==> config.mk <==
export PLATFORM = sky130hd
export DESIGN_NAME = ccw_top
export DESIGN_NICKNAME = d
export VERILOG_FILES = /design/src/hdl/ccw_pkg.sv /design/src/hdl/ccw_timer.sv /design/src/hdl/ccw_top.sv
export SDC_FILE = /design/constraint.sdc
export NUM_CORES = 1
export LEC_CHECK = 0
export ABC_CLOCK_PERIOD_IN_PS = 2300
export BUFFER_PORTS_ARGS = -buffer_cell sky130_fd_sc_hd__buf_2
export CORE_MARGIN = 2
export CORE_UTILIZATION = 40
export DETAILED_ROUTE_END_ITERATION = 6
export PLACE_DENSITY = 0.61
export RECOVER_POWER = 50
export SLEW_MARGIN = 20
export SYNTH_ARGS = -nofsm -noshare
export SYNTH_HDL_FRONTEND = slang
export SYNTH_HIERARCHICAL = 1
export SYNTH_SLANG_ARGS = --single-unit
==> constraint.sdc <==
create_clock -name I_SYS_CLK -period 2.3 [get_ports I_SYS_CLK]
set_input_delay 0.46 -clock I_SYS_CLK [delete_from_list [all_inputs] [get_ports I_SYS_CLK]]
set_output_delay 0.46 -clock I_SYS_CLK [all_outputs]
set_load 0.02 [all_outputs]
==> src/hdl/ccw_pkg.sv <==
// Shared constants for the cyclic wake timer block: register map, field
// positions, reset values, mode and setting codes, and timing figures.
// Assumes a 125 MHz system clock and a 32-bit APB register port.
package ccw_pkg;

  // Clock and timer tick
  localparam int CLK_NS = 8;
  localparam int TICK_NS = 100000; // 0.1 ms timer resolution
  localparam int TICK_CYC = (TICK_NS + CLK_NS - 1) / CLK_NS;

  // Register byte addresses
  localparam logic [7:0] A_CTRL = 8'h00; // wake_source_control + threshold
  localparam logic [7:0] A_TMR1 = 8'h04; // first_timer_control
  localparam logic [7:0] A_TMR2 = 8'h08; // second_timer_control
  localparam logic [7:0] A_HS1 = 8'h0c; // high_side_control_one
  localparam logic [7:0] A_HS2 = 8'h10; // high_side_control_two
  localparam logic [7:0] A_STS = 8'h14; // Sticky event status, write one to clear
  localparam logic [7:0] A_MSK = 8'h18; // Interrupt mask
  localparam logic [7:0] A_STATE = 8'h1c; // Live timer and regulator state

  // Field positions
  localparam int CTRL_WAKE_LSB = 0;
  localparam int CTRL_PEAK_BIT = 2;
  localparam int TMR_PER_LSB = 0;
  localparam int TMR_ON_LSB = 4;
  localparam int STS_SPI_FAIL = 2;

  // Reset values
  localparam logic [1:0] WAKE_RST = 2'h0;
  localparam logic PEAK_RST = 1'b0;
  localparam logic [2:0] PER_RST = 3'h0;
  localparam logic [2:0] ON_RST = 3'h0;
  localparam logic [1:0] HS_RST = 2'h0;
  localparam logic [2:0] MSK_RST = 3'h0;

  // Operating modes from the chip mode controller
  localparam logic [1:0] MODE_NORMAL = 2'h0;
  localparam logic [1:0] MODE_STOP = 2'h1;
  localparam logic [1:0] MODE_SLEEP = 2'h2;
  localparam logic [1:0] MODE_FAILSAFE = 2'h3;

  // On-time codes that stop the timer at a static level
  localparam logic [2:0] ON_OFF_LOW = 3'h0;
  localparam logic [2:0] ON_OFF_HIGH = 3'h1;

  // High-side output source codes
  localparam logic [1:0] HS_OFF = 2'h0;
  localparam logic [1:0] HS_ON = 2'h1;
  localparam logic [1:0] HS_TMR1 = 2'h2;
  localparam logic [1:0] HS_TMR2 = 2'h3;

  // Periods in 0.1 ms ticks
  localparam logic [14:0] PER_10_MS = 15'h0064;
  localparam logic [14:0] PER_20_MS = 15'h00c8;
  localparam logic [14:0] PER_50_MS = 15'h01f4;
  localparam logic [14:0] PER_100_MS = 15'h03e8;
  localparam logic [14:0] PER_200_MS = 15'h07d0;
  localparam logic [14:0] PER_1_S = 15'h2710;
  localparam logic [14:0] PER_2_S = 15'h4e20;

  // On-times in 0.1 ms ticks
  localparam logic [14:0] ON_0P1_MS = 15'h0001;
  localparam logic [14:0] ON_0P3_MS = 15'h0003;
  localparam logic [14:0] ON_1P0_MS = 15'h000a;
  localparam logic [14:0] ON_10_MS = 15'h0064;
  localparam logic [14:0] ON_20_MS = 15'h00c8;

  // Period code to length; spare code 7 behaves as the longest period
  function automatic logic [14:0] per_len(input logic [2:0] code);
    case (code)
      3'h0: per_len = PER_10_MS;
      3'h1: per_len = PER_20_MS;
      3'h2: per_len = PER_50_MS;
      3'h3: per_len = PER_100_MS;
      3'h4: per_len = PER_200_MS;
      3'h5: per_len = PER_1_S;
      default: per_len = PER_2_S;
    endcase
  endfunction

  // On-time code to length; spare code 7 behaves as the longest on-time
  function automatic logic [14:0] on_len(input logic [2:0] code);
    case (code)
      3'h2: on_len = ON_0P1_MS;
      3'h3: on_len = ON_0P3_MS;
      3'h4: on_len = ON_1P0_MS;
      3'h5: on_len = ON_10_MS;
      default: on_len = ON_20_MS;
    endcase
  endfunction

endpackage

==> src/hdl/ccw_timer.sv <==
// One periodic timer: period counter, on-time phase and on-time start pulse.
// Assumes a one-cycle 0.1 ms tick and a start pulse on every config write.
module ccw_timer (
  // Clock and reset
  input wire logic i_clk,
  input wire logic i_nrst,
  // Control
  input wire logic i_tick,
  input wire logic i_start,
  input wire logic [2:0] i_per,
  input wire logic [2:0] i_on,
  // Status
  output logic o_run,
  output logic o_lvl,
  output logic o_pulse
);

  // Whole timer state
  typedef struct packed {
    logic run;
    logic lvl;
    logic pls;
    logic [14:0] cnt;
  } ccw_tmr_s;

  ccw_tmr_s s_r;
  ccw_tmr_s s_nxt;
  logic [14:0] plen; // Selected period in ticks
  logic [14:0] olen; // Selected on-time in ticks
  logic is_off; // On-time code is one of the static settings

  assign plen = ccw_pkg::per_len(i_per);
  assign olen = ccw_pkg::on_len(i_on);
  assign is_off = (i_on == ccw_pkg::ON_OFF_LOW) || (i_on == ccw_pkg::ON_OFF_HIGH);

  // Next state of the timer
  always_comb
  begin
    s_nxt = s_r;
    s_nxt.pls = 1'b0;
    if (i_start)
    begin
      // Any write restarts the count; the start itself is never signalled
      s_nxt.cnt = 15'h0000;
      if (is_off)
      begin
        // Static level, timer stopped
        s_nxt.run = 1'b0;
        s_nxt.lvl = (i_on == ccw_pkg::ON_OFF_HIGH);
      end
      else
      begin
        // On-time phase begins right away
        s_nxt.run = 1'b1;
        s_nxt.lvl = 1'b1;
      end
    end
    else if (s_r.run && i_tick)
    begin
      if (s_r.cnt == plen - 15'h0001)
      begin
        // Period wrap: new on-time phase, announced
        s_nxt.cnt = 15'h0000;
        s_nxt.lvl = 1'b1;
        s_nxt.pls = 1'b1;
      end
      else
      begin
        s_nxt.cnt = s_r.cnt + 15'h0001;
        // On-time over; an on-time not shorter than the period stays high
        if (s_r.cnt + 15'h0001 == olen)
        begin
          s_nxt.lvl = 1'b0;
        end
      end
    end
  end

  // State register
  always_ff @(posedge i_clk)
  begin
    if (!i_nrst)
    begin
      s_r <= '0;
    end
    else
    begin
      s_r <= s_nxt;
    end
  end

  assign o_run = s_r.run;
  assign o_lvl = s_r.lvl;
  assign o_pulse = s_r.pls;
endmodule

==> src/hdl/ccw_top.sv <==
// Cyclic wake timers with APB registers, interrupt and main regulator control.
// Assumes the mode input comes from logic on the same clock and the two
// load comparators come from the analog regulator, unsynchronised.
module ccw_top #(
  parameter int P_TICK_CYC = ccw_pkg::TICK_CYC // Cycles per 0.1 ms tick
) (
  // Clock and reset
  input wire logic I_SYS_CLK,
  input wire logic I_NRST,
  // APB slave
  input wire logic I_PSEL,
  input wire logic I_PENABLE,
  input wire logic I_PWRITE,
  input wire logic [7:0] I_PADDR,
  input wire logic [31:0] I_PWDATA,
  output logic [31:0] O_PRDATA,
  output logic O_PREADY,
  output logic O_PSLVERR,
  // Chip mode and load comparators
  input wire logic [1:0] I_SBC_MODE,
  input wire logic I_LOAD_ABOVE_PEAK,
  input wire logic I_LOAD_BELOW_PEAK,
  // Regulator control
  output logic O_REG_EN,
  output logic O_REG_HP_EN,
  output logic O_PEAK_TH_SEL,
  // High-side switch drive
  output logic [3:0] O_HS,
  // Interrupts
  output logic O_IRQ,
  output logic O_INT_N
);

  // Divider cannot serve a zero or over-wide tick
  if (P_TICK_CYC < 1 || P_TICK_CYC > 65536)
  begin : g_bad_tick
    $error("P_TICK_CYC out of range");
  end

  localparam logic [15:0] TDIV_MAX = 16'(P_TICK_CYC - 1);

  // Whole block state
  typedef struct packed {
    logic [1:0] wake_en; // Timers enabled as wake sources
    logic peak; // Peak threshold select
    logic [1:0][2:0] per; // Period codes
    logic [1:0][2:0] on; // On-time codes
    logic [3:0][1:0] hs_cfg; // Source of each high-side output
    logic [2:0] sts; // Sticky events
    logic [2:0] msk; // Interrupt mask
    logic [1:0] start; // Timer restart pulses
    logic pready;
    logic pslverr;
    logic [31:0] prdata;
    logic irq;
    logic int_n;
    logic [3:0] hs;
    logic reg_en;
    logic hp;
    logic [1:0] rise_s; // Comparator synchronisers
    logic [1:0] fall_s;
    logic [15:0] tdiv; // Tick divider
    logic tick;
  } ccw_top_s;

  ccw_top_s r;
  ccw_top_s s;
  logic [1:0] tmr_run; // Timer running
  logic [1:0] tmr_lvl; // Timer output level
  logic [1:0] tmr_pls; // Timer on-time start pulse
  logic mode_ok; // Normal or stop mode
  logic acc; // APB access phase
  logic wr; // Write completes at this edge
  logic hit; // Address decodes

  assign mode_ok = (I_SBC_MODE == ccw_pkg::MODE_NORMAL) ||
    (I_SBC_MODE == ccw_pkg::MODE_STOP);
  assign acc = I_PSEL && I_PENABLE;
  assign wr = acc && r.pready && I_PWRITE && !r.pslverr;

  // Address decode
  always_comb
  begin
    case (I_PADDR)
      ccw_pkg::A_CTRL, ccw_pkg::A_TMR1, ccw_pkg::A_TMR2, ccw_pkg::A_HS1,
      ccw_pkg::A_HS2, ccw_pkg::A_STS, ccw_pkg::A_MSK, ccw_pkg::A_STATE: hit = 1'b1;
      default: hit = 1'b0;
    endcase
  end

  // Two timers, one per channel
  for (genvar g = 0; g < 2; g++)
  begin : g_tmr
    ccw_timer u_tmr (
      .i_clk(I_SYS_CLK),
      .i_nrst(I_NRST),
      .i_tick(r.tick),
      .i_start(r.start[g]),
      .i_per(r.per[g]),
      .i_on(r.on[g]),
      .o_run(tmr_run[g]),
      .o_lvl(tmr_lvl[g]),
      .o_pulse(tmr_pls[g])
    );
  end

  // Next state of the whole block
  always_comb
  begin
    logic [2:0] sset;
    logic [2:0] sclr;
    logic [2:0] wcode;
    sset = 3'h0;
    sclr = 3'h0;
    wcode = 3'h0;
    s = r;
    s.start = 2'h0;
    s.tick = 1'b0;
    s.pready = 1'b0;
    s.pslverr = 1'b0;
    // Comparators cross into the clock domain through two flops
    s.rise_s = {r.rise_s[0], I_LOAD_ABOVE_PEAK};
    s.fall_s = {r.fall_s[0], I_LOAD_BELOW_PEAK};
    // Free-running tick divider; first tick after a start may come early
    if (r.tdiv == TDIV_MAX)
    begin
      s.tdiv = 16'h0000;
      s.tick = 1'b1;
    end
    else
    begin
      s.tdiv = r.tdiv + 16'h0001;
    end
    // Access phase answers after one wait cycle, so ready is a flop
    if (acc && !r.pready)
    begin
      s.pready = 1'b1;
      s.pslverr = !hit;
      s.prdata = 32'h0000_0000;
      case (I_PADDR)
        ccw_pkg::A_CTRL: s.prdata[2:0] = {r.peak, r.wake_en};
        ccw_pkg::A_TMR1: s.prdata[6:0] = {r.on[0], 1'b0, r.per[0]};
        ccw_pkg::A_TMR2: s.prdata[6:0] = {r.on[1], 1'b0, r.per[1]};
        ccw_pkg::A_HS1: s.prdata[3:0] = {r.hs_cfg[1], r.hs_cfg[0]};
        ccw_pkg::A_HS2: s.prdata[3:0] = {r.hs_cfg[3], r.hs_cfg[2]};
        ccw_pkg::A_STS: s.prdata[2:0] = r.sts;
        ccw_pkg::A_MSK: s.prdata[2:0] = r.msk;
        ccw_pkg::A_STATE: s.prdata[5:0] = {r.hp, r.reg_en, tmr_lvl, tmr_run};
        default: s.prdata = 32'h0000_0000;
      endcase
    end
    // Register writes take effect at the completing edge
    if (wr)
    begin
      case (I_PADDR)
        ccw_pkg::A_CTRL:
        begin
          s.wake_en = I_PWDATA[ccw_pkg::CTRL_WAKE_LSB +: 2];
          s.peak = I_PWDATA[ccw_pkg::CTRL_PEAK_BIT];
        end
        ccw_pkg::A_TMR1, ccw_pkg::A_TMR2:
        begin
          wcode = I_PWDATA[ccw_pkg::TMR_ON_LSB +: 3];
          s.per[I_PADDR[3]] = I_PWDATA[ccw_pkg::TMR_PER_LSB +: 3];
          s.on[I_PADDR[3]] = wcode;
          s.start[I_PADDR[3]] = 1'b1;
          // Running on-time longer than the period is a setup failure
          if (wcode != ccw_pkg::ON_OFF_LOW && wcode != ccw_pkg::ON_OFF_HIGH &&
            ccw_pkg::on_len(wcode) > ccw_pkg::per_len(I_PWDATA[ccw_pkg::TMR_PER_LSB +: 3]))
          begin
            sset[ccw_pkg::STS_SPI_FAIL] = 1'b1;
          end
        end
        ccw_pkg::A_HS1: s.hs_cfg[1:0] = I_PWDATA[3:0];
        ccw_pkg::A_HS2: s.hs_cfg[3:2] = I_PWDATA[3:0];
        ccw_pkg::A_STS: sclr = I_PWDATA[2:0];
        ccw_pkg::A_MSK: s.msk = I_PWDATA[2:0];
        default: s.msk = r.msk;
      endcase
    end
    // Wake events only count in normal and stop mode
    sset[1:0] = tmr_pls & r.wake_en & {2{mode_ok}};
    // An event in the clearing cycle survives
    s.sts = (r.sts & ~sclr) | sset;
    // Interrupt lines follow unmasked status
    s.irq = |(r.sts & r.msk);
    s.int_n = !(|(r.sts & r.msk));
    // High-side sources
    for (int i = 0; i < 4; i++)
    begin
      case (r.hs_cfg[i])
        ccw_pkg::HS_ON: s.hs[i] = 1'b1;
        ccw_pkg::HS_TMR1: s.hs[i] = tmr_lvl[0];
        ccw_pkg::HS_TMR2: s.hs[i] = tmr_lvl[1];
        default: s.hs[i] = 1'b0;
      endcase
    end
    // Main regulator enable by mode
    s.reg_en = mode_ok;
    // High-power stage: always in normal, load driven in stop
    if (I_SBC_MODE == ccw_pkg::MODE_NORMAL)
    begin
      s.hp = 1'b1;
    end
    else if (I_SBC_MODE == ccw_pkg::MODE_STOP)
    begin
      if (r.rise_s[1])
      begin
        s.hp = 1'b1;
      end
      else if (r.fall_s[1])
      begin
        s.hp = 1'b0;
      end
    end
    else
    begin
      s.hp = 1'b0;
    end
  end

  // State register with synchronous reset
  always_ff @(posedge I_SYS_CLK)
  begin
    if (!I_NRST)
    begin
      r <= '0;
      r.wake_en <= ccw_pkg::WAKE_RST;
      r.peak <= ccw_pkg::PEAK_RST;
      r.per <= {2{ccw_pkg::PER_RST}};
      r.on <= {2{ccw_pkg::ON_RST}};
      r.hs_cfg <= {4{ccw_pkg::HS_RST}};
      r.msk <= ccw_pkg::MSK_RST;
      r.int_n <= 1'b1;
    end
    else
    begin
      r <= s;
    end
  end

  // Outputs straight from flops
  assign O_PRDATA = r.prdata;
  assign O_PREADY = r.pready;
  assign O_PSLVERR = r.pslverr;
  assign O_REG_EN = r.reg_en;
  assign O_REG_HP_EN = r.hp;
  assign O_PEAK_TH_SEL = r.peak;
  assign O_HS = r.hs;
  assign O_IRQ = r.irq;
  assign O_INT_N = r.int_n;
endmodule

==> results.txt <==
----------------------------------------------------
[Clocking]
  Clock transition at the registers of the reported paths ... 0.08 ns
  Hold buffer count at cts ... 0
  Max Root-Sink Buffers ... 2
  # H-tree levels ... 3
  Clock tree sinks ... 105
  Number of buffers created by CTS ... 9
  Root buffer cell ... sky130_fd_sc_hd__clkbuf_16
  CTS tree ... yes
  Insertion delay to the later sink of the worst-skew pair ... ~0.36 ns

[Timing]
  Achievable clock frequency ... around 0.42 GHz
  Final-report hold violation count ... 0
  Clock skew ... 0.01145 ns
  Final sum of negative setup slack ... -1.031 ns
  Final slew viol count ... 0
  Actual slew at the worst max-slew pin ... 1.004 ns
  RSZ-0062 raised after global routing ... yes
  Final setup vio count ... 25
  Min cycle time layout ... roughly 2.4 ns
  Slew HR ... 0.3308
  Final worst path period share ... 1.045
  Hold slack final ... roughly 0.29 ns
  Worst path setup slack after routing ... -0.1044 ns

[Power and ir drop]
  Logic gate share of total power ... 0.065
  Leakage Power ... 0.003143 µW
  Clock network fraction of total power ... 0.435
  PD cells ... ~460 mW/mm²
  VDD IR-drop max ... approximately 0.36 mV
  Net switching component of the power ... 984.1 µW
  Cell internal pwr ... around 2700 µW
  Switching power share of the total ... 0.2682
  Share of power burned in registers ... 0.500
  Power after layout ... around 3700 µW

[Run status]
  Status ... finished, violations left
  Violations in the final reports ... setup timing

[Synthesis]
  Seq/Total Area, Yosys ... 0.3058
  Mux share of post-synthesis cell area ... 0.06263
  Number of register bits inferred by synthesis ... ~110
  Mean instance size in the synthesized netlist ... roughly 8.5 µm²
  Area fraction in and, or, nand and nor cells after synthesis ... 0.2572
  Library cells used by synthesis ... 77
  Post-synthesis async set-or-reset flop share ... 0
  Main combinational cell family by area after synthesis ... simple AND/OR/NAND/NOR gates
  Post-synthesis share of cell area spent on xor and xnor gates ... 0.1012
  Post-Synthesis Cell Area ... about 0.0069 mm²
  Post-Syn Instances ... 805
  Synth Area in Compound Gates ... 0.1384
  Most common flop cell mapped by yosys ... sky130_fd_sc_hd__dfxtp_1
  Count of synthesis-stage warnings from yosys ... 6
  Number of flops mapped to enable cells by yosys ... 0
  Synthesized-area fraction occupied by adder cells ... 0.03641

[Floorplan]
  Area of the core region ... 0.01670 mm²
  Die Wd ... between 100 and 150 µm
  Io pins ... 92
  Total die area ... between 0.015 and 0.02 mm²
  Initial standard-cell utilization of the core ... 0.4115
  Die boundary height ... between 100 and 150 µm
  Placement Rows ... 47

[GRT]
  Gr ovfl total ... 0
  Combined global-route utilization of all metal layers ... 0.1850
  Number of global-route vias before repair ... around 5400
  Pin count of the biggest net entering global routing ... 23
  Number of antenna violations at the first check in global routing ... 0
  First-pass GRT wire length ... between 20000 and 30000 µm

[Routing]
  Antenna viol nets, final ... 0
  Average wire per standard cell ... between 10 and 15 µm
  Vias after detailed routing ... 5752
  Count of TritonRoute iterations in the first routing pass ... 5
  Drc violations ... 0
  Number of DRC markers after the initial detailed-route iteration ... around 300
  Routed wire length ... 16580 µm
  Via count normalized by instance count ... between 5 and 6

[Placement]
  Dpl ws ... -0.1579 ns
  IO buf count ... about 40
  Final weighted congestion of routability-driven global placement ... between 0.8 and 0.9
  Detailed Place HPWL ... 12350 µm

[Setup path]
  Critical path data required time ... approximately 2.6 ns
  Worst path top cell family by delay ... compound AO/OA/AOI/OAI gates
  Peak fanout along the critical path ... 6
  Slowest stage delay, CP ... approximately 0.48 ns
  Type of element capturing the critical path ... register
  Worst-path cell chain ... ha_4 -> inv_2 -> nand3_2 -> ha_4 -> and4bb_2 -> xnor2_4 -> and3_4 -> o311ai_4 -> buf_4 -> nand3_1 -> a21oi_1
  Number of buffers and inverters on the critical path ... 2
  Worst Setup Path Type ... reg2reg
  Worst path most repeated cell ... sky130_fd_sc_hd__ha_4
  Launching element type of the critical path ... register
  Max stage delay cell, worst path ... sky130_fd_sc_hd__o311ai_4
  Critical path arrival ... 2.69 ns

[Finish]
  Area added between synthesis and finish ... 16.49%
  Final-layout fill cell count ... 1643
  Share of cells above drive strength 1 ... 0.2190
  # nets final ... 950
  Total area of multi-input combinational cells ... ~0.0044 mm²
  Antenna diode count ... 0
  Register area ... 0.002115 mm²

[Run]
  MaxCap Viol Count ... 0

[Hold path]
  Type of the tightest min-delay check ... in2reg

----------------------------------------------------
[routing by layer]
metal  GRT usage  up-vias  share of wire
li1            -     2918              -
met1      0.2600     2717           0.49
met2      0.2885       99           0.46
met3     0.03604       18          0.036
met4     0.05382        0          0.015
met5           0        -              0
[per-stage QoR]
stage | util | instances | area [µm²]
CTS | 0.4789 | 1106 | 7998
global route | 0.4794 | 1106 | 8006
detailed placement | 0.4509 | 1084 | 7531
finish | 0.4794 | 1106 | 8006
global placement | 0.4509 | 1084 | 7531
floorplan | - | 829 | 6993
[cell usage in the layout, fill, tap and decap left out, types with 21 or more instances in the layout]
| cell | netlist | routed |
|---|---|---|
| sky130_fd_sc_hd__xnor2_1 | 41 | 39 |
| sky130_fd_sc_hd__nand2_1 | 51 | 49 |
| sky130_fd_sc_hd__nand3_1 | 32 | 28 |
| sky130_fd_sc_hd__conb_1 | 1 | 25 |
| sky130_fd_sc_hd__buf_2 | 18 | 21 |
| sky130_fd_sc_hd__xor2_1 | 31 | 30 |
| sky130_fd_sc_hd__inv_1 | 33 | 29 |
| sky130_fd_sc_hd__clkbuf_1 | 21 | 24 |
| sky130_fd_sc_hd__a21oi_1 | 30 | 27 |
| sky130_fd_sc_hd__buf_4 | 36 | 74 |
| sky130_fd_sc_hd__nor2_1 | 101 | 99 |
| sky130_fd_sc_hd__dfxtp_1 | 105 | 101 |
| sky130_fd_sc_hd__mux2i_1 | 34 | 34 |
[power by group through the flow]
stage / registers [µW] / logic, µW / clock network, µW
2_1_floorplan: 1880 / 189 / 0
5_1_grt: 1830 / 265 / 1730
4_1_cts: 1830 / 242 / 1660
3_3_place_gp: 1880 / 237 / 0
6_report: 1830 / 238 / 1600
3_5_place_dp: 1880 / 238 / 0
[cell usage after synthesis, drive strengths merged (14+ instances only)]
master  number  area [µm²]
xnor2       43       391.6
ha          20       250.2
nand3       32       160.2
inv         35       131.4
clkbuf      21       78.83
nand4       23       180.2
o21ai       18       90.09
nor2       103       401.6
nor3        25       145.1
buf         63       461.7
dfxtp      105        2102
and3        14       87.58
mux2i       34       340.3
nand2       51       191.4
xor2        33       304.0
a21oi       30       150.1
[worst paths after layout]
check / end / slack (ns) / cells after the start / start
worst min register to register: r[18]$_SDFF_PN0_ / 0.44 / 1 / r[17]$_SDFF_PN0_
worst min-delay path: O_REG_HP_EN$_SDFFE_PN0P_ / 0.29 / 2 / I_SBC_MODE[0]
worst max-delay path: g_tmr[0].u_tmr/s_r[1]$_SDFFE_PP0P_ / -0.10 / 11 / r[87]$_SDFFE_PN0P_
worst max register to register: g_tmr[0].u_tmr/s_r[1]$_SDFFE_PP0P_ / -0.10 / 11 / r[87]$_SDFFE_PN0P_
[registers in the layout, summed over array words and instances (netlist names)]
name / count
O_PRDATA: 7
O_PREADY: 1
r: 51
g_tmr.u_tmr/o_pulse: 2
g_tmr.u_tmr/s_r: 30
O_REG_EN: 1
g_tmr.u_tmr/o_lvl: 2
O_INT_N: 1
g_tmr.u_tmr/o_run: 2
O_PEAK_TH_SEL: 1
O_HS: 4
O_REG_HP_EN: 1
O_IRQ: 1
O_PSLVERR: 1
[worst reg2reg max path: cells and delay by family (launching register included)]
kind,cells,cell delay (ns)
AOI/OAI and AO/OA,2,0.61
DFF,1,0.38
buffers and inverters,2,0.26
adders and majority gates,2,0.33
and+or+nand+nor,4,0.59
xor gates and xnor gates,1,0.15
[area by class of cell]
cell class              instances  area share
multi-input cells             606      0.5451
repair buffers                124      0.1008
clock inverters                 7     0.01110
clock buffers                   9     0.02813
well taps                     220     0.03438
flip-flops and latches        105      0.2641
inverters                      35     0.01641
[logic make-up (layout without fill, tap and decap cells)]
| family | Yosys count | in the layout |
|---|---|---|
| AND/OR/NAND/NOR | 324 | 324 |
| other | 1 | 25 |
| XOR/XNOR | 76 | 76 |
| flip-flops | 105 | 105 |
| AO/OA/AOI/OAI | 122 | 123 |
| adder cells (fa/ha/maj) | 20 | 20 |
| buffers and inverters | 119 | 175 |
| multiplexers | 38 | 38 |
[repair_timing]
item                       in CTS  in global routing
setup endpoints to repair      32                 34
setup buffers                   5                  0
gates cloned                    1                  0
gates resized for setup        23                 13
hold endpoints to repair        0                  0
pin swaps                      27                 14
Power figures use the tool's default switching activity.
